## src/fwpd_pkg.sv

```systemverilog
// fwpd_pkg: constants and types shared by the flash write-protect decoder
// assumes a 2 MB array addressed by 21 bits; upper address bits are ignored
`default_nettype none
package fwpd_pkg;

  // array geometry
  localparam int          ARRAY_AW      = 21;
  localparam logic [20:0] ARRAY_TOP     = 21'h1FFFFF;
  localparam logic [20:0] SIZE_PAGE     = 21'h000100;
  localparam logic [20:0] SIZE_4K       = 21'h001000;
  localparam logic [20:0] SIZE_32K      = 21'h008000;
  localparam logic [20:0] SIZE_64K      = 21'h010000;
  localparam logic [20:0] TOP_EDGE_BASE = 21'h1F0000;
  localparam int          PAGE_LSB      = 8;
  localparam int          PAGE_IN_MSB   = 11;

  // widened bounds for large erases under complement at 4 KB granule
  localparam logic [20:0] WIDE32_TOP_HI = 21'h1F7FFF;
  localparam logic [20:0] WIDE32_BOT_LO = 21'h008000;
  localparam logic [20:0] WIDE64_TOP_HI = 21'h1EFFFF;
  localparam logic [20:0] WIDE64_BOT_LO = 21'h010000;

  // extent field codes
  localparam logic [2:0] EXT_NONE     = 3'h0;
  localparam logic [2:0] EXT_GRAN_CAP = 3'h4;
  localparam logic [2:0] EXT_PART_MAX = 3'h5;

  // per-block lock geometry
  localparam int LOCK_BITS  = 62;
  localparam int LOCK_EDGE  = 16;

  // register map, byte addresses
  localparam logic [11:0] REG_CFG      = 12'h000;
  localparam logic [11:0] REG_LOCK_LO  = 12'h004;
  localparam logic [11:0] REG_LOCK_HI  = 12'h008;
  localparam logic [11:0] REG_RANGE_LO = 12'h00C;
  localparam logic [11:0] REG_RANGE_HI = 12'h010;
  localparam logic [11:0] REG_STATUS   = 12'h014;

  // config layout: status register 1 in [7:0], 2 in [15:8], 3 in [23:16]
  localparam int          CFG_EXT_LSB     = 2;
  localparam int          CFG_EXT_MSB     = 4;
  localparam int          CFG_BOTTOM_BIT  = 5;
  localparam int          CFG_GRANULE_BIT = 6;
  localparam int          CFG_INVERT_BIT  = 14;
  localparam int          CFG_SCHEME_BIT  = 18;
  localparam logic [31:0] CFG_MASK        = 32'h0004407C;
  localparam logic [31:0] CFG_RESET       = 32'h00000000;
  localparam logic [61:0] LOCK_RESET      = {62{1'b1}};
  localparam logic [8:0]  PROG_LEN_MAX    = 9'h100;

  // status layout
  localparam int STAT_REFUSED_BIT = 0;
  localparam int STAT_NONE_BIT    = 1;
  localparam int STAT_SCHEME_BIT  = 2;
  localparam int STAT_CNT_LSB     = 8;

  typedef enum logic [2:0] {
    OP_PROGRAM    = 3'h0,
    OP_ERASE_PAGE = 3'h1,
    OP_ERASE_4K   = 3'h2,
    OP_ERASE_32K  = 3'h3,
    OP_ERASE_64K  = 3'h4,
    OP_ERASE_CHIP = 3'h5
  } fwpd_op_t;

endpackage
`default_nettype wire

```

## src/fwpd_lock_map.sv

```systemverilog
// fwpd_lock_map: per-block lock bits checked against a target span
// assumes edge 64 KB blocks lock per 4 KB and inner ones per 64 KB
`timescale 1ns/1ps
`default_nettype none
module fwpd_lock_map (
  input  wire logic [61:0] locks,
  input  wire logic [20:0] span_lo,
  input  wire logic [20:0] span_hi,
  output logic             hit
);

  localparam int EDGE = fwpd_pkg::LOCK_EDGE;
  localparam int S4K  = int'(fwpd_pkg::SIZE_4K);
  localparam int S64K = int'(fwpd_pkg::SIZE_64K);

  logic [61:0] hit_vec;

  // one comparator pair per lock bit; bits 0-15 bottom, 16-31 top, rest inner
  for (genvar i = 0; i < fwpd_pkg::LOCK_BITS; i++) begin : g_lock
    localparam int SPAN_I = (i < 2 * EDGE) ? S4K : S64K;
    localparam int LO_I   = (i < EDGE) ? i * S4K :
                            (i < 2 * EDGE) ? int'(fwpd_pkg::TOP_EDGE_BASE) + (i - EDGE) * S4K :
                            (i - 2 * EDGE + 1) * S64K;
    localparam logic [20:0] LO = 21'(LO_I);
    localparam logic [20:0] HI = 21'(LO_I + SPAN_I - 1);
    assign hit_vec[i] = locks[i] && span_lo <= HI && span_hi >= LO;
  end

  assign hit = |hit_vec;

endmodule
`default_nettype wire

```

## src/fwpd_protect_decoder.sv

```systemverilog
// fwpd_protect_decoder: decides whether a program or erase may proceed
// assumes an APB master and a command source, both on CORE_CLK
//
// Added by the designer: the APB slave port and the register addresses.
`timescale 1ns/1ps
`default_nettype none
// Function
// - each 4 KB block holds sixteen 256-byte pages; program spans one page
// - protection resolves down to a single 4 KB block
// - lock all blocks at once or lock chosen blocks singly
// - scheme bit clear: protection comes from complement, granule, direction, extent
// - complement bit inverts the protected map
// - granule bit picks 4 KB or 64 KB extent units
// - direction bit picks growth from bottom or from top
// - extent field selects all, none or a part
// - refuse program or erase that targets protected range
// - top-down 64 KB: none, top 64K..1M, then whole array
// - bottom-up 64 KB: none, low 64K..1M, then whole array
// - 4 KB granule: none, 4..32 KB, 32 KB again, then all
// - complement: extent 0 all, 6 and 7 none, else outside region
// - complement 4 KB: 32 KB erase checked against widened region
// - complement 4 KB: 64 KB erase checked against widened region
// - anything outside the selected range is writable
// - scheme bit set: per-block lock bits replace the range decode
module fwpd_protect_decoder #(
  parameter int ADDR_W  = 24,
  parameter int PADDR_W = 12
) (
  input  wire logic               CORE_CLK,
  input  wire logic               RESET,
  input  wire logic               PSEL,
  input  wire logic               PENABLE,
  input  wire logic               PWRITE,
  input  wire logic [PADDR_W-1:0] PADDR,
  input  wire logic [31:0]        PWDATA,
  input  wire logic [3:0]         PSTRB,
  output logic      [31:0]        PRDATA,
  output logic                    PREADY,
  output logic                    PSLVERR,
  input  wire logic               CMD_VALID,
  input  wire logic [2:0]         CMD_OP,
  input  wire logic [ADDR_W-1:0]  CMD_ADDR,
  input  wire logic [8:0]         CMD_LEN,
  output logic                    CMD_DONE,
  output logic                    CMD_REFUSED,
  output logic      [12:0]        CMD_PAGE,
  output logic      [3:0]         CMD_PAGE_IN_BLOCK
);

  logic [31:0] cfg_q;
  logic [61:0] lock_q;
  logic [31:0] prdata_q;
  logic [31:0] rd_d;
  logic        wr_en;
  logic        setup;
  logic [11:0] reg_addr;
  logic        addr_hit;

  logic [2:0]  protect_extent_field;
  logic        protect_from_bottom;
  logic        protect_granule_size;
  logic        protect_complement;
  logic        protect_scheme_select;

  logic [20:0] addr;
  logic [20:0] span_mask;
  logic [20:0] span_lo;
  logic [20:0] span_hi;
  logic [20:0] rng_lo;
  logic [20:0] rng_hi;
  logic        rng_none;
  logic        lock_hit;
  logic        std_hit;
  logic        legal;
  logic        refuse_d;

  logic        done_q;
  logic        refused_q;
  logic [12:0] page_q;
  logic [3:0]  page_in_q;
  logic [20:0] last_lo_q;
  logic [20:0] last_hi_q;
  logic        last_none_q;
  logic        last_scheme_q;
  logic [7:0]  refuse_cnt_q;

  // byte-lane merge for APB writes
  function automatic logic [31:0] lane_merge(
    input logic [31:0] old,
    input logic [31:0] wdata,
    input logic [3:0]  strb
  );
    logic [31:0] res;
    res = old;
    for (int b = 0; b < 4; b++) begin
      if (strb[b]) res[b*8 +: 8] = wdata[b*8 +: 8];
    end
    return res;
  endfunction

  // field views of the settings word
  assign protect_extent_field  = cfg_q[fwpd_pkg::CFG_EXT_MSB:fwpd_pkg::CFG_EXT_LSB];
  assign protect_from_bottom   = cfg_q[fwpd_pkg::CFG_BOTTOM_BIT];
  assign protect_granule_size  = cfg_q[fwpd_pkg::CFG_GRANULE_BIT];
  assign protect_complement    = cfg_q[fwpd_pkg::CFG_INVERT_BIT];
  assign protect_scheme_select = cfg_q[fwpd_pkg::CFG_SCHEME_BIT];

  // apb strobes; zero wait states so pready never stalls
  assign reg_addr = 12'(PADDR);
  assign wr_en    = PSEL && PENABLE && PWRITE;
  assign setup    = PSEL && !PENABLE;
  assign PREADY   = 1'b1;
  assign PSLVERR  = PSEL && PENABLE && !addr_hit;
  assign PRDATA   = prdata_q;

  // settings word; undefined bits forced low so they read as zero
  always_ff @(posedge CORE_CLK) begin
    if (RESET) begin
      cfg_q <= fwpd_pkg::CFG_RESET;
    end else if (wr_en && reg_addr == fwpd_pkg::REG_CFG) begin
      cfg_q <= lane_merge(cfg_q, PWDATA, PSTRB) & fwpd_pkg::CFG_MASK;
    end
  end

  // lock bits come up all set, so every block starts protected
  always_ff @(posedge CORE_CLK) begin
    if (RESET) begin
      lock_q <= fwpd_pkg::LOCK_RESET;
    end else if (wr_en && reg_addr == fwpd_pkg::REG_LOCK_LO) begin
      lock_q[31:0] <= lane_merge(lock_q[31:0], PWDATA, PSTRB);
    end else if (wr_en && reg_addr == fwpd_pkg::REG_LOCK_HI) begin
      lock_q[61:32] <= 30'(lane_merge({2'b00, lock_q[61:32]}, PWDATA, PSTRB));
    end
  end

  // read decode; unmapped addresses read zero and flag an error
  always_comb begin
    rd_d     = '0;
    addr_hit = 1'b1;
    unique case (reg_addr)
      fwpd_pkg::REG_CFG:      rd_d = cfg_q;
      fwpd_pkg::REG_LOCK_LO:  rd_d = lock_q[31:0];
      fwpd_pkg::REG_LOCK_HI:  rd_d = {2'b00, lock_q[61:32]};
      fwpd_pkg::REG_RANGE_LO: rd_d = {11'h000, last_lo_q};
      fwpd_pkg::REG_RANGE_HI: rd_d = {11'h000, last_hi_q};
      fwpd_pkg::REG_STATUS: begin
        rd_d[fwpd_pkg::STAT_REFUSED_BIT]             = refused_q;
        rd_d[fwpd_pkg::STAT_NONE_BIT]                = last_none_q;
        rd_d[fwpd_pkg::STAT_SCHEME_BIT]              = last_scheme_q;
        rd_d[fwpd_pkg::STAT_CNT_LSB +: 8]            = refuse_cnt_q;
      end
      default: addr_hit = 1'b0;
    endcase
  end

  // read data captured in the setup phase, held through the access phase
  always_ff @(posedge CORE_CLK) begin
    if (RESET) begin
      prdata_q <= '0;
    end else if (setup && !PWRITE) begin
      prdata_q <= rd_d;
    end
  end

  // only the low 21 bits address the 2 MB array
  assign addr = CMD_ADDR[fwpd_pkg::ARRAY_AW-1:0];

  // span touched by the operation; a program wraps inside its page
  always_comb begin
    unique case (CMD_OP)
      fwpd_pkg::OP_PROGRAM,
      fwpd_pkg::OP_ERASE_PAGE: span_mask = fwpd_pkg::SIZE_PAGE - 21'h1;
      fwpd_pkg::OP_ERASE_4K:   span_mask = fwpd_pkg::SIZE_4K - 21'h1;
      fwpd_pkg::OP_ERASE_32K:  span_mask = fwpd_pkg::SIZE_32K - 21'h1;
      fwpd_pkg::OP_ERASE_64K:  span_mask = fwpd_pkg::SIZE_64K - 21'h1;
      default:                 span_mask = fwpd_pkg::ARRAY_TOP;
    endcase
  end

  assign span_lo = addr & ~span_mask;
  assign span_hi = span_lo | span_mask;

  // command sanity: known opcode, program length 1..256 bytes
  assign legal = (CMD_OP <= fwpd_pkg::OP_ERASE_CHIP) &&
                 (CMD_OP != fwpd_pkg::OP_PROGRAM ||
                  (CMD_LEN != 9'h000 && CMD_LEN <= fwpd_pkg::PROG_LEN_MAX));

  fwpd_range_dec u_range (
    .ext         (protect_extent_field),
    .from_bottom (protect_from_bottom),
    .granule_4k  (protect_granule_size),
    .invert      (protect_complement),
    .op          (CMD_OP),
    .lo          (rng_lo),
    .hi          (rng_hi),
    .none        (rng_none)
  );

  fwpd_lock_map u_lock (
    .locks   (lock_q),
    .span_lo (span_lo),
    .span_hi (span_hi),
    .hit     (lock_hit)
  );

  // any overlap with the protected range refuses; the rest is writable
  assign std_hit  = !rng_none && span_lo <= rng_hi && span_hi >= rng_lo;
  assign refuse_d = !legal || (protect_scheme_select ? lock_hit : std_hit);

  // decision registered one cycle after the command is taken
  always_ff @(posedge CORE_CLK) begin
    if (RESET) begin
      done_q    <= 1'b0;
      refused_q <= 1'b0;
    end else begin
      done_q <= CMD_VALID;
      if (CMD_VALID) refused_q <= refuse_d;
    end
  end

  // page number of the target and its page position within its 4 KB block
  always_ff @(posedge CORE_CLK) begin
    if (RESET) begin
      page_q    <= '0;
      page_in_q <= '0;
    end else if (CMD_VALID) begin
      page_q    <= addr[fwpd_pkg::ARRAY_AW-1:fwpd_pkg::PAGE_LSB];
      page_in_q <= addr[fwpd_pkg::PAGE_IN_MSB:fwpd_pkg::PAGE_LSB];
    end
  end

  // range that judged the last command, for software to inspect
  always_ff @(posedge CORE_CLK) begin
    if (RESET) begin
      last_lo_q     <= '0;
      last_hi_q     <= '0;
      last_none_q   <= 1'b0;
      last_scheme_q <= 1'b0;
    end else if (CMD_VALID) begin
      last_lo_q     <= rng_lo;
      last_hi_q     <= rng_hi;
      last_none_q   <= rng_none;
      last_scheme_q <= protect_scheme_select;
    end
  end

  // saturating count so a flood of refusals cannot wrap back to zero
  always_ff @(posedge CORE_CLK) begin
    if (RESET) begin
      refuse_cnt_q <= '0;
    end else if (CMD_VALID && refuse_d && refuse_cnt_q != 8'hFF) begin
      refuse_cnt_q <= refuse_cnt_q + 8'h01;
    end
  end

  assign CMD_DONE          = done_q;
  assign CMD_REFUSED       = refused_q;
  assign CMD_PAGE          = page_q;
  assign CMD_PAGE_IN_BLOCK = page_in_q;

  // checks on the decision path
  logic std_mode;
  logic part_ext;
  assign std_mode = CMD_VALID && legal && !protect_scheme_select;
  assign part_ext = protect_extent_field != fwpd_pkg::EXT_NONE &&
                    protect_extent_field <= fwpd_pkg::EXT_PART_MAX;

  property p_refuse;
    @(posedge CORE_CLK) disable iff (RESET)
      CMD_VALID && refuse_d |=> CMD_DONE && CMD_REFUSED;
  endproperty
  a_refuse: assert property (p_refuse) else $error("protected target not refused");

  property p_free;
    @(posedge CORE_CLK) disable iff (RESET)
      CMD_VALID && !refuse_d |=> CMD_DONE && !CMD_REFUSED;
  endproperty
  a_free: assert property (p_free) else $error("unprotected target refused");

  property p_none;
    @(posedge CORE_CLK) disable iff (RESET)
      std_mode && !protect_complement && protect_extent_field == fwpd_pkg::EXT_NONE
      |=> !CMD_REFUSED;
  endproperty
  a_none: assert property (p_none) else $error("extent zero protected something");

  property p_all;
    @(posedge CORE_CLK) disable iff (RESET)
      std_mode && !protect_complement && protect_extent_field > fwpd_pkg::EXT_PART_MAX
      |=> CMD_REFUSED;
  endproperty
  a_all: assert property (p_all) else $error("whole-array extent let a write through");

  property p_cmp_all;
    @(posedge CORE_CLK) disable iff (RESET)
      std_mode && protect_complement && protect_extent_field == fwpd_pkg::EXT_NONE
      |=> CMD_REFUSED;
  endproperty
  a_cmp_all: assert property (p_cmp_all) else $error("complement extent zero left a gap");

  property p_cmp_flip;
    @(posedge CORE_CLK) disable iff (RESET)
      std_mode && protect_complement && !protect_granule_size && part_ext &&
      CMD_OP == fwpd_pkg::OP_PROGRAM && !protect_from_bottom &&
      span_lo > fwpd_pkg::ARRAY_TOP - (fwpd_pkg::SIZE_64K << (protect_extent_field - 3'h1))
      |=> !CMD_REFUSED;
  endproperty
  a_cmp_flip: assert property (p_cmp_flip) else $error("complement kept top region");

  property p_wide32;
    @(posedge CORE_CLK) disable iff (RESET)
      std_mode && protect_complement && protect_granule_size && part_ext &&
      !protect_from_bottom && CMD_OP == fwpd_pkg::OP_ERASE_32K &&
      span_lo > fwpd_pkg::WIDE32_TOP_HI |=> !CMD_REFUSED;
  endproperty
  a_wide32: assert property (p_wide32) else $error("32 KB erase not widened");

  property p_wide64;
    @(posedge CORE_CLK) disable iff (RESET)
      std_mode && protect_complement && protect_granule_size && part_ext &&
      protect_from_bottom && CMD_OP == fwpd_pkg::OP_ERASE_64K &&
      span_hi < fwpd_pkg::WIDE64_BOT_LO |=> !CMD_REFUSED;
  endproperty
  a_wide64: assert property (p_wide64) else $error("64 KB erase not widened");

  property p_lock;
    @(posedge CORE_CLK) disable iff (RESET)
      CMD_VALID && legal && protect_scheme_select |=> CMD_REFUSED == $past(lock_hit);
  endproperty
  a_lock: assert property (p_lock) else $error("lock bits not applied");

  property p_page;
    @(posedge CORE_CLK) disable iff (RESET)
      CMD_VALID |=> CMD_PAGE_IN_BLOCK == CMD_PAGE[3:0] && CMD_DONE;
  endproperty
  a_page: assert property (p_page) else $error("page index mismatch");

  c_lock_refuse: cover property (@(posedge CORE_CLK) disable iff (RESET)
    CMD_VALID && protect_scheme_select && lock_hit ##1 CMD_REFUSED);
  c_wide_accept: cover property (@(posedge CORE_CLK) disable iff (RESET)
    std_mode && protect_complement && CMD_OP == fwpd_pkg::OP_ERASE_32K ##1 !CMD_REFUSED);
  c_prog_ok: cover property (@(posedge CORE_CLK) disable iff (RESET)
    std_mode && CMD_OP == fwpd_pkg::OP_PROGRAM ##1 !CMD_REFUSED);

endmodule
`default_nettype wire

```

## src/fwpd_range_dec.sv

```systemverilog
// fwpd_range_dec: turns the standard protection settings into one range
// assumes settings are stable for the cycle; purely combinational
`timescale 1ns/1ps
`default_nettype none
module fwpd_range_dec (
  input  wire logic [2:0]  ext,
  input  wire logic        from_bottom,
  input  wire logic        granule_4k,
  input  wire logic        invert,
  input  wire logic [2:0]  op,
  output logic      [20:0] lo,
  output logic      [20:0] hi,
  output logic             none
);

  logic [2:0]  ext_cap;
  logic [2:0]  shamt;
  logic [20:0] sz;

  // region size; the 4 KB granule stops growing at 32 KB
  always_comb begin
    ext_cap = (granule_4k && ext > fwpd_pkg::EXT_GRAN_CAP) ? fwpd_pkg::EXT_GRAN_CAP : ext;
    shamt   = ext_cap - 3'h1;
    sz      = granule_4k ? (fwpd_pkg::SIZE_4K << shamt) : (fwpd_pkg::SIZE_64K << shamt);
  end

  // range select, with complement and the widened large-erase bounds
  always_comb begin
    none = 1'b0;
    lo   = '0;
    hi   = fwpd_pkg::ARRAY_TOP;
    if (ext == fwpd_pkg::EXT_NONE) begin
      none = !invert;
    end else if (ext > fwpd_pkg::EXT_PART_MAX) begin
      none = invert;
    end else if (!invert) begin
      if (from_bottom) hi = sz - 21'h1;
      else lo = fwpd_pkg::ARRAY_TOP - sz + 21'h1;
    end else begin
      if (from_bottom) lo = sz;
      else hi = fwpd_pkg::ARRAY_TOP - sz;
      if (granule_4k && op == fwpd_pkg::OP_ERASE_32K) begin
        if (from_bottom) lo = fwpd_pkg::WIDE32_BOT_LO;
        else hi = fwpd_pkg::WIDE32_TOP_HI;
      end
      if (granule_4k && op == fwpd_pkg::OP_ERASE_64K) begin
        if (from_bottom) lo = fwpd_pkg::WIDE64_BOT_LO;
        else hi = fwpd_pkg::WIDE64_TOP_HI;
      end
    end
  end

endmodule
`default_nettype wire
```

## config.mk

```make
export PLATFORM = sky130hd
export DESIGN_NAME = fwpd_protect_decoder
export DESIGN_NICKNAME = d
export VERILOG_FILES = /design/src/fwpd_pkg.sv /design/src/fwpd_lock_map.sv /design/src/fwpd_protect_decoder.sv /design/src/fwpd_range_dec.sv
export SDC_FILE = /design/constraint.sdc
export NUM_CORES = 1
export LEC_CHECK = 0
export CAP_MARGIN = 20
export CELL_PAD_IN_SITES_DETAIL_PLACEMENT = 2
export CELL_PAD_IN_SITES_GLOBAL_PLACEMENT = 2
export CORE_UTILIZATION = 38
export DETAILED_ROUTE_END_ITERATION = 10
export DONT_BUFFER_PORTS = 1
export GPL_ROUTABILITY_DRIVEN = 0
export PLACE_DENSITY = 0.89
export SLEW_MARGIN = 40
export SYNTH_ARGS = -nofsm -noshare
export SYNTH_HDL_FRONTEND = slang
export SYNTH_HIERARCHICAL = 1
export SYNTH_SLANG_ARGS = --single-unit
```

## constraint.sdc

```tcl
create_clock -name CORE_CLK -period 4.78 [get_ports CORE_CLK]
set_input_delay 0.717 -clock CORE_CLK [delete_from_list [all_inputs] [get_ports CORE_CLK]]
set_output_delay 0.717 -clock CORE_CLK [all_outputs]
set_load 0.02 [all_outputs]
```

## Word-level counts from Yosys, hierarchy flattened

Cells that the tools add are included.

- Equal/unequal tests: 10
- Multiplexer cells: 29
- $add $sub $neg: 5
- Reductions and logical operators: 168
- $lt $le $gt $ge: 130
- Shift-type cells: 2
- Bitwise operators: 4

Operator list:

| kind | count |
|---|---|
| $ge 21x21->1 const B | 31 |
| $le 21x21->1 const B | 31 |
| $mux 21 | 19 |
| $ge 21x16->1 const B | 8 |
| $ge 21x20->1 const B | 8 |
| $le 21x16->1 const B | 8 |
| $le 21x20->1 const B | 8 |
| $logic_and 1x1->1 | 141 |
| $ge 21x15->1 const B | 4 |
| $ge 21x19->1 const B | 4 |
| $le 21x15->1 const B | 4 |
| $le 21x19->1 const B | 4 |
| $pmux 21 s4 | 1 |
| $pmux 16 s5 | 1 |
| $reduce_or 62->1 | 1 |
| $pmux 8 s6 | 1 |
| $ge 21x14->1 const B | 2 |
| $ge 21x18->1 const B | 2 |
| $le 21x14->1 const B | 2 |
| $le 21x18->1 const B | 2 |
| $pmux 5 s5 | 1 |
| $eq 12x4->1 const B | 2 |
| $eq 12x5->1 const B | 2 |
| $add 21x1->21 const B | 1 |
| 39 further kinds | 60 |

- Word-level logic and storage cells: 369
- Register bits: 172

## Longest topological paths before layout

Gate-level depths: netlist of the first run.

- Depth after elaboration: 22
- Gate-level depth with buffers: 25
- Depth with buffers taken out: 21

## Cells and area by module

The synthesis of the first run kept the hierarchy.

Modules (own cells, without submodules):

| module | cells an instance | area each (um^2) | sequential area each (um^2) | times used |
|---|---|---|---|---|
| fwpd_protect_decoder | 933 | 7,991.4 | 3,363.2 | 1 |
| fwpd_lock_map | 256 | 1,517.7 | 0.0 | 1 |
| fwpd_range_dec | 141 | 882.1 | 0.0 | 1 |

## Worst setup path before layout of the first run

OpenSTA, ideal clock, no wires.

- Path kind: input-to-reg
- Start point: input CMD_OP[1]
- End point: register refuse_cnt_q[4]
- Path slack: 0.373 ns
- Cell stages on the path: 16
- Arrival: 4.287 ns
- Cells stage by stage: clkbuf_1 > o21ai_1 > nand2b_1 > or4_4 > nor2_4 > o21ai_1 > a32o_1 > or4_1 > nor4_1 > nand4_1 > a22oi_1 > o41ai_1 > a32oi_1 > clkbuf_1 > nor3_1 > mux2_2

- Elaborated cells on any way between the ends: 286

RTL lines:

| what | line | RTL |
|---|---|---|
| start: declaration | fwpd_protect_decoder.sv:41 | `input wire logic [2:0] CMD_OP,` |
| $eq 3x1->1 / $logic_not 3->1 (equally long branches) | fwpd_protect_decoder.sv:170 | `unique case (CMD_OP)` |
| $reduce_or 2->1 | fwpd_protect_decoder.sv:170 |  |
| $pmux 21 s4 (*) | fwpd_protect_decoder.sv:170 |  |
| $not 21->21 | fwpd_protect_decoder.sv:180 | `assign span_lo = addr & ~span_mask;` |
| $and 21x21->21 | fwpd_protect_decoder.sv:180 |  |
| $or 21x21->21 (*) | fwpd_protect_decoder.sv:181 | `assign span_hi = span_lo \| span_mask;` |
| net span_hi[18] | fwpd_protect_decoder.sv:68 | `logic [20:0] span_hi;` |
| $ge 21x1->1, or another cell as far along | fwpd_lock_map.sv:26 | `assign hit_vec[i] = locks[i] && span_lo <= HI && span_hi >= LO;` |
| $logic_and 1x1->1 | fwpd_lock_map.sv:26 |  |
| $reduce_or 62->1 (*) | fwpd_lock_map.sv:29 | `assign hit = \|hit_vec;` |
| net lock_hit | fwpd_protect_decoder.sv:72 | `logic lock_hit;` |
| $mux 1 (*) | fwpd_protect_decoder.sv:208 | `assign refuse_d = !legal \|\| (protect_scheme_select ? lock_hit : std_hit);` |
| $logic_or 1x1->1 (*) | fwpd_protect_decoder.sv:208 |  |
| $logic_and 1x1->1 (*) (2 in a row) | fwpd_protect_decoder.sv:251 | `end else if (CMD_VALID && refuse_d && refuse_cnt_q != 8'hFF) begin` |
| end signal: assignment | fwpd_protect_decoder.sv:252 | `refuse_cnt_q <= refuse_cnt_q + 8'h01;` |
| end: declaration | fwpd_protect_decoder.sv:85 | `logic [7:0] refuse_cnt_q;` |

Mark *: on every way through the listed nets, which the timed path passes. The rest lies on a longest branch.
A chain may end at the register's enable or synchronous reset.

## Worst setup path in the final report of the first run

- Start point: register cfg_q[4]
- End point: register refuse_cnt_q[5]

- Elaborated cells on any way between the ends: 41

RTL lines:

| what | line | RTL |
|---|---|---|
| start: declaration | fwpd_protect_decoder.sv:50 | `logic [31:0] cfg_q;` |
| start signal: assignment | fwpd_protect_decoder.sv:119 | `cfg_q <= fwpd_pkg::CFG_RESET;` |
| start signal: assignment | fwpd_protect_decoder.sv:121 | `cfg_q <= lane_merge(cfg_q, PWDATA, PSTRB) & fwpd_pkg::CFG_MASK;` |
| parallel branches: the longest is 13 deep, another holds $sub 21x21->21 | -- |  |
| $mux 21 (*) | fwpd_range_dec.sv:32 | `if (ext == fwpd_pkg::EXT_NONE) begin` |
| net rng_lo[18] | fwpd_protect_decoder.sv:69 | `logic [20:0] rng_lo;` |
| $ge 21x21->1 (*) | fwpd_protect_decoder.sv:207 | `assign std_hit = !rng_none && span_lo <= rng_hi && span_hi >= rng_lo;` |
| $logic_and 1x1->1 (*) | fwpd_protect_decoder.sv:207 |  |
| $mux 1 (*) | fwpd_protect_decoder.sv:208 |  |
| $logic_or 1x1->1 (*) | fwpd_protect_decoder.sv:208 |  |
| $logic_and 1x1->1 (*) (2 in a row) | fwpd_protect_decoder.sv:251 |  |

Mark *: on every way through the listed nets, which the timed path passes.

==> results.cfg, run 1 <==
[pwr]
p_sw_uw = 987.3
swShare = 0.3047
power_density_nw_per_um2 = 288.5
combPwrFrac = 0.103
seqPwrFrac = 0.452
pwr-share-clk = 0.445
power_leakage_uw = 0.004631
max-vdd-ir-drop_mv = 0.2000
p_int_uw = 2253

[min_path]
hold_path_end = PRDATA[28]
holdPathStages = 1
hold_class = in2reg
hold_start = RESET

[sta]
rsz0062_at_grt = no
period_share = 0.9722
fin_skew_ns = 0.01456
slew_violations = 0
min_period_ns = 4.647
setup_viol = 0
hold_ws_ns = 0.3277
finalHoldViolations = 0
max_freq_mhz = 215.2
worst_pin_slew_ns = 0.7644
finalSetupTns_ns = 0
max-slew-margin-rel = 0.4899

[clock_tree]
cts.sinks = 168
cts_resized = 1
cts_buffers = 17
cts_hold_buf = 0
cts-root-buf = clkbuf_16
cts_setup_buffers = 0
path_clk_slew_ns = 0.08
htree_levels = 4
cts_tree = yes
cts_buffer_depth = 2
insertion_delay_ns = 0.48

[run]
maxCapViolations = 0

[synth]
synth-seq-cells = 168
synth_area_leaders = dfxtp_1 32%, mux2i_1 8.4%, nand2_1 7.6%
ys.warnings.count = 6
synth_area_um2 = 10390
ys.flop_type = dfxtp_1
ys_top_cells_by_count = 211 x nand2_1, 168 x dfxtp_1, 133 x nor2_1, 87 x mux2i_1, 59 x nand3b_1
synth-edff-count = 0
avgSynthCellArea_um2 = 7.813
synthArstFlopShare = 0
ys_types = 83
synth.most_common_cell = nand2_1
syn_inst = 1330
yosysSeqAreaShare = 0.3237
netlist.area_leader.share = 0.3237
synth_largest_area_cell = dfxtp_1

[floorplan]
start_util = 0.3866
core_um2 = 26880
ioPinCount = 143
design.die.area_um2 = 28010
die_w_um = 167.4
fp-row-count = 60
die_y_um = 167.4

[cells_and_area]
layout.nets = 1417
layout-drive-gt1-share = 0.08321
stdcell_area_um2 = 11230
layout.cells.non_filler = 1651
antennaDiodeCount = 0
area_growth_pct = 8.080

[placed_design]
placed_cell_area_um2 = 10600
dp_hpwl_um = 32680
placed_cells = 1619
portBuffers = 0

[critical_path]
ff2ff_setup_slack_ns = 0.13
cp_max_fo = 12
crit_path_start_kind = register
worst-endpoint-required_ns = 5.15
arrival_ns = 5.02
r2r_start = cfg_q[4]
end_kind = register
reg2regPathDepth = 21
crit_type = reg2reg
r2r_end = refuse_cnt_q[5]

[global_route]
grt_max_degree = 175
grt_pass1_vias = 11710
grt_overflow = 0
top_usage_layer = met2
grtUsageMet3 = 0.1127
grtUsageMet2 = 0.5904
track_usage = 0.3624
antenna_found_initial = 3
grt_pass1_wl_um = 75400
met1_usage = 0.4047

[routing]
num_vias = 10870
remaining_drc_errors = 0
drt_first_pass_iters = 6
vias_per_cell = 6.581
antenna_left = 0
drtIter0Drc = 990
wire_per_inst_um = 30.62
routed_wl_um = 50560

[run_status]
status = complete, no violations
stage by stage:
stage	utilization	worst slack [ns]	total power (uW)
final	0.4179	0.1328	3240
after global routing	0.4179	0.01769	3315
after CTS	0.4162	0.002627	3231
after detailed placement	0.3945	-0.001988	1795
after global placement	0.3942	0.2568	1773
after floorplan	-	0.3726	1755
placed cells by master (no fill, tap or decap), drive strengths merged, types with 18 or more instances in the layout:
cell type / Yosys / layout
nand4: 20 / 20
dfxtp: 168 / 168
nand2b: 25 / 25
buf: 63 / 34
nor2: 135 / 135
mux2i: 87 / 87
conb: 4 / 33
ha: 29 / 29
a21oi: 50 / 50
nand3b: 59 / 59
o21ai: 45 / 45
nand2: 214 / 214
clkbuf: 52 / 18
and2: 24 / 24
nand3: 41 / 41
and3: 20 / 20
inv: 39 / 46
power by group through the flow:
stage / Sequential (uW) / Combinational [uW] / Clock [uW]
6_report: 1460 / 334 / 1440
5_1_grt: 1470 / 352 / 1500
4_1_cts: 1460 / 316 / 1450
3_5_place_dp: 1500 / 299 / 0
3_3_place_gp: 1490 / 281 / 0
2_1_floorplan: 1480 / 270 / 0
registers in the layout, summed over array words and instances, names as in the netlist:
| name | flops |
|---|---|
| CMD_REFUSED | 1 |
| last_none_q | 1 |
| CMD_DONE | 1 |
| CMD_PAGE | 13 |
| refuse_cnt_q | 8 |
| PRDATA | 32 |
| cfg_q | 7 |
| last_hi_q | 21 |
| last_scheme_q | 1 |
| lock_q | 62 |
| last_lo_q | 21 |
area by class of cell:
type                            instances  area [um2]
Tap cell                              341       426.7
Fill cell                            3040       15650
Timing Repair Buffer                   35       257.7
Clock buffer                           17       425.4
Sequential cell                       168        3363
Clock inverter                         14       152.6
Inverter                               39       146.4
Multi-Input combinational cell       1037        6459
routing by layer:
metal,share of wire,vias up
met2,0.47,616
li1,-,4588
met3,0.089,230
met1,0.38,5428
met4,0.068,4
met5,0.0012,-
cell families (layout without fill, tap and decap cells):
logic type,Yosys count,count (layout),synth area share
flops,168,168,0.3237
fa+ha+maj,33,33,0.03877
xor+xnor,7,7,0.006624
buf+inv,154,105,0.07140
other cells,4,33,0.001444
mux,93,93,0.09031
compound gates,248,248,0.1638
simple gates,623,623,0.3040
critical path: stages (launching register included):
cell       delay, ns
dfxtp_1         0.32
nand2_1         0.09
nand2_1         0.07
ha_2            0.44
nand2_1         0.12
nor2_1          0.16
inv_1           0.10
ha_1            0.25
and3_1          0.23
a21oi_1         0.22
xnor2_1         0.20
nor2b_2         0.25
inv_1           0.07
ha_1            0.32
nand4_1         0.14
nor2_2          0.23
o2111ai_1       0.17
nand3_1         0.15
a32oi_1         0.11
buf_4           0.21
nor4_2          0.33
mux2_2          0.37
worst max path at each step:
stage | start | end | slack, ns | depth (start not counted)
2_1_floorplan | CMD_OP[1] | refuse_cnt_q[4] | 0.37 | 16
3_3_place_gp | CMD_OP[1] | refuse_cnt_q[5] | 0.26 | 15
3_5_place_dp | CMD_OP[1] | refuse_cnt_q[5] | -0.002 | 15
4_1_cts | cfg_q[4] | refuse_cnt_q[4] | 0.003 | 21
5_1_grt | cfg_q[4] | refuse_cnt_q[3] | 0.02 | 21
6_report | cfg_q[4] | refuse_cnt_q[5] | 0.13 | 21
Power figures use the tool's default switching activity.
==> run 2: changes to the inputs <==
Settings changed: PLACE_DENSITY 0.89 to 0.87.
==> results.cfg, run 2 (synthesis results as in run 1) <==
[run_status]
status = complete, no violations

[global_route]
grtUsageMet3 = 0.06618
grt_pass1_wl_um = 70370
met1_usage = 0.3868
grt_max_degree = 175
grt_pass1_vias = 11500
track_usage = 0.3308
top_usage_layer = met2
antenna_found_initial = 2
grt_overflow = 0
grtUsageMet2 = 0.5681

[sta]
finalSetupTns_ns = 0
setup_viol = 0
finalHoldViolations = 0
period_share = 0.9757
slew_violations = 0
max-slew-margin-rel = 0.4634
fin_skew_ns = 0.01591
max_freq_mhz = 214.4
min_period_ns = 4.664
worst_pin_slew_ns = 0.8011

[min_path]
hold_class = in2reg
hold_start = RESET

[critical_path]
crit_start = cfg_q[6]
r2r_start = cfg_q[6]
arrival_ns = 5.01
crit_type = reg2reg
worst-endpoint-required_ns = 5.13
end_kind = register
crit_path_start_kind = register
cp_max_fo = 12

[pwr]
power_leakage_uw = 0.004666
power_density_nw_per_um2 = 287.1
max-vdd-ir-drop_mv = 0.2345

[floorplan]
die_y_um = 167.4
die_w_um = 167.4
ioPinCount = 143
core_um2 = 26880
fp-row-count = 60
design.die.area_um2 = 28010
start_util = 0.3866

[placed_design]
dp_hpwl_um = 32190
placed_cell_area_um2 = 10640
portBuffers = 0

[cells_and_area]
largest_reg_flops = 62
layout-drive-gt1-share = 0.08524
mostFrequentLayoutCells = 210 x nand2_1, 168 x dfxtp_1, 132 x nor2_1, 87 x mux2i_1, 59 x nand3b_1
area_growth_pct = 8.838
regMostFlops = lock_q
utilization = 0.4208
layout.nets = 1420
final_common_cell = nand2_1
fillers = 3040
stdcell_area_um2 = 11310
antennaDiodeCount = 0

[clock_tree]
cts_tree = yes
cts-root-buf = clkbuf_16
cts_buffer_depth = 2
htree_levels = 4
path_clk_slew_ns = 0.08
cts_buffers = 17
cts.sinks = 168
cts_setup_buffers = 0
insertion_delay_ns = 0.46

[routing]
drt_first_pass_iters = 5
antenna_left = 0
vias_per_cell = 6.332
drtIter0Drc = 864
remaining_drc_errors = 0
wire_per_inst_um = 27.87
num_vias = 10480
routed_wl_um = 46130

[run]
maxCapViolations = 0
==> run 2: cell count changes in the layout (fill, tap and decap cells not counted), sizes merged <==
cell	previous run	this run
clkinv	7	6
inv	46	47
buf	34	38
==> run 2: layer usage <==
metal,routed length [um],share of wire,up-vias
li1,-,-,4599
met1,18130,0.39,5263
met2,22340,0.48,466
met3,3164,0.069,149
met4,2490,0.054,2
met5,8,0.00017,-
==> run 2: critical path, cell delays in order, from the launching register on <==
cell and delay, ns:
dfxtp_1 0.34, nand2_1 0.09, nand2_1 0.10, ha_2 0.24
and2_1 0.20, nor2_1 0.07, nor2_1 0.20, inv_1 0.09
ha_1 0.21, and3_1 0.21, a21oi_1 0.20, xnor2_1 0.21
nand2_1 0.19, inv_1 0.12, ha_1 0.26, a211o_1 0.27
o211ai_1 0.11, o211ai_1 0.14, o22ai_1 0.17, a32oi_1 0.14
buf_4 0.22, nor4b_2 0.37, mux2_2 0.39
==> run 2: timing repair <==
| item | CTS | global route |
|---|---|---|
| pin swaps | 0 | 2 |
| endpoints found under the setup margin | 1 | 8 |
| gates cloned | 0 | 0 |
| resized for setup | 2 | 9 |
| hold buffers | 0 | 0 |
==> run 2: power breakdown <==
part	leakage (uW)	total (uW)	switching, uW	internal, uW
Clock	0.000298	1450	728	724
Sequential	0.00137	1460	36.6	1430
Combinational	0.00300	331	198	132
==> run 2: layout make-up <==
class	count	area, um2	area share
clock buffers	18	439.2	0.03883
clock inverters	14	170.2	0.01505
inverters	39	146.4	0.01294
multi-input cells	1037	6469	0.5720
flip-flops and latches	168	3363	0.2974
well taps	341	426.7	0.03773
repair buffers	38	295.3	0.02611
==> run 2: worst paths after layout <==
check / to / slack, ns / cells past startpoint
worst min-delay path: PRDATA[11] / 0.33 / 1
worst min register to register: lock_q[52] / 0.51 / 2
worst max-delay path: refuse_cnt_q[3] / 0.12 / 22
worst max register to register: refuse_cnt_q[3] / 0.12 / 22
==> run 2: through the flow <==
step                      total power (uW)  std cells  setup slack [ns]  hold WS [ns]
after global placement                1782       1622            0.2662        0.4706
final                                 3247       1655            0.1161        0.3280
after floorplan                       1755       1359            0.3726        0.4508
after CTS                             3250       1655           0.04641        0.3150
after detailed placement              1800       1623           0.07625        0.4864
after global routing                  3333       1655          -0.02261        0.3245
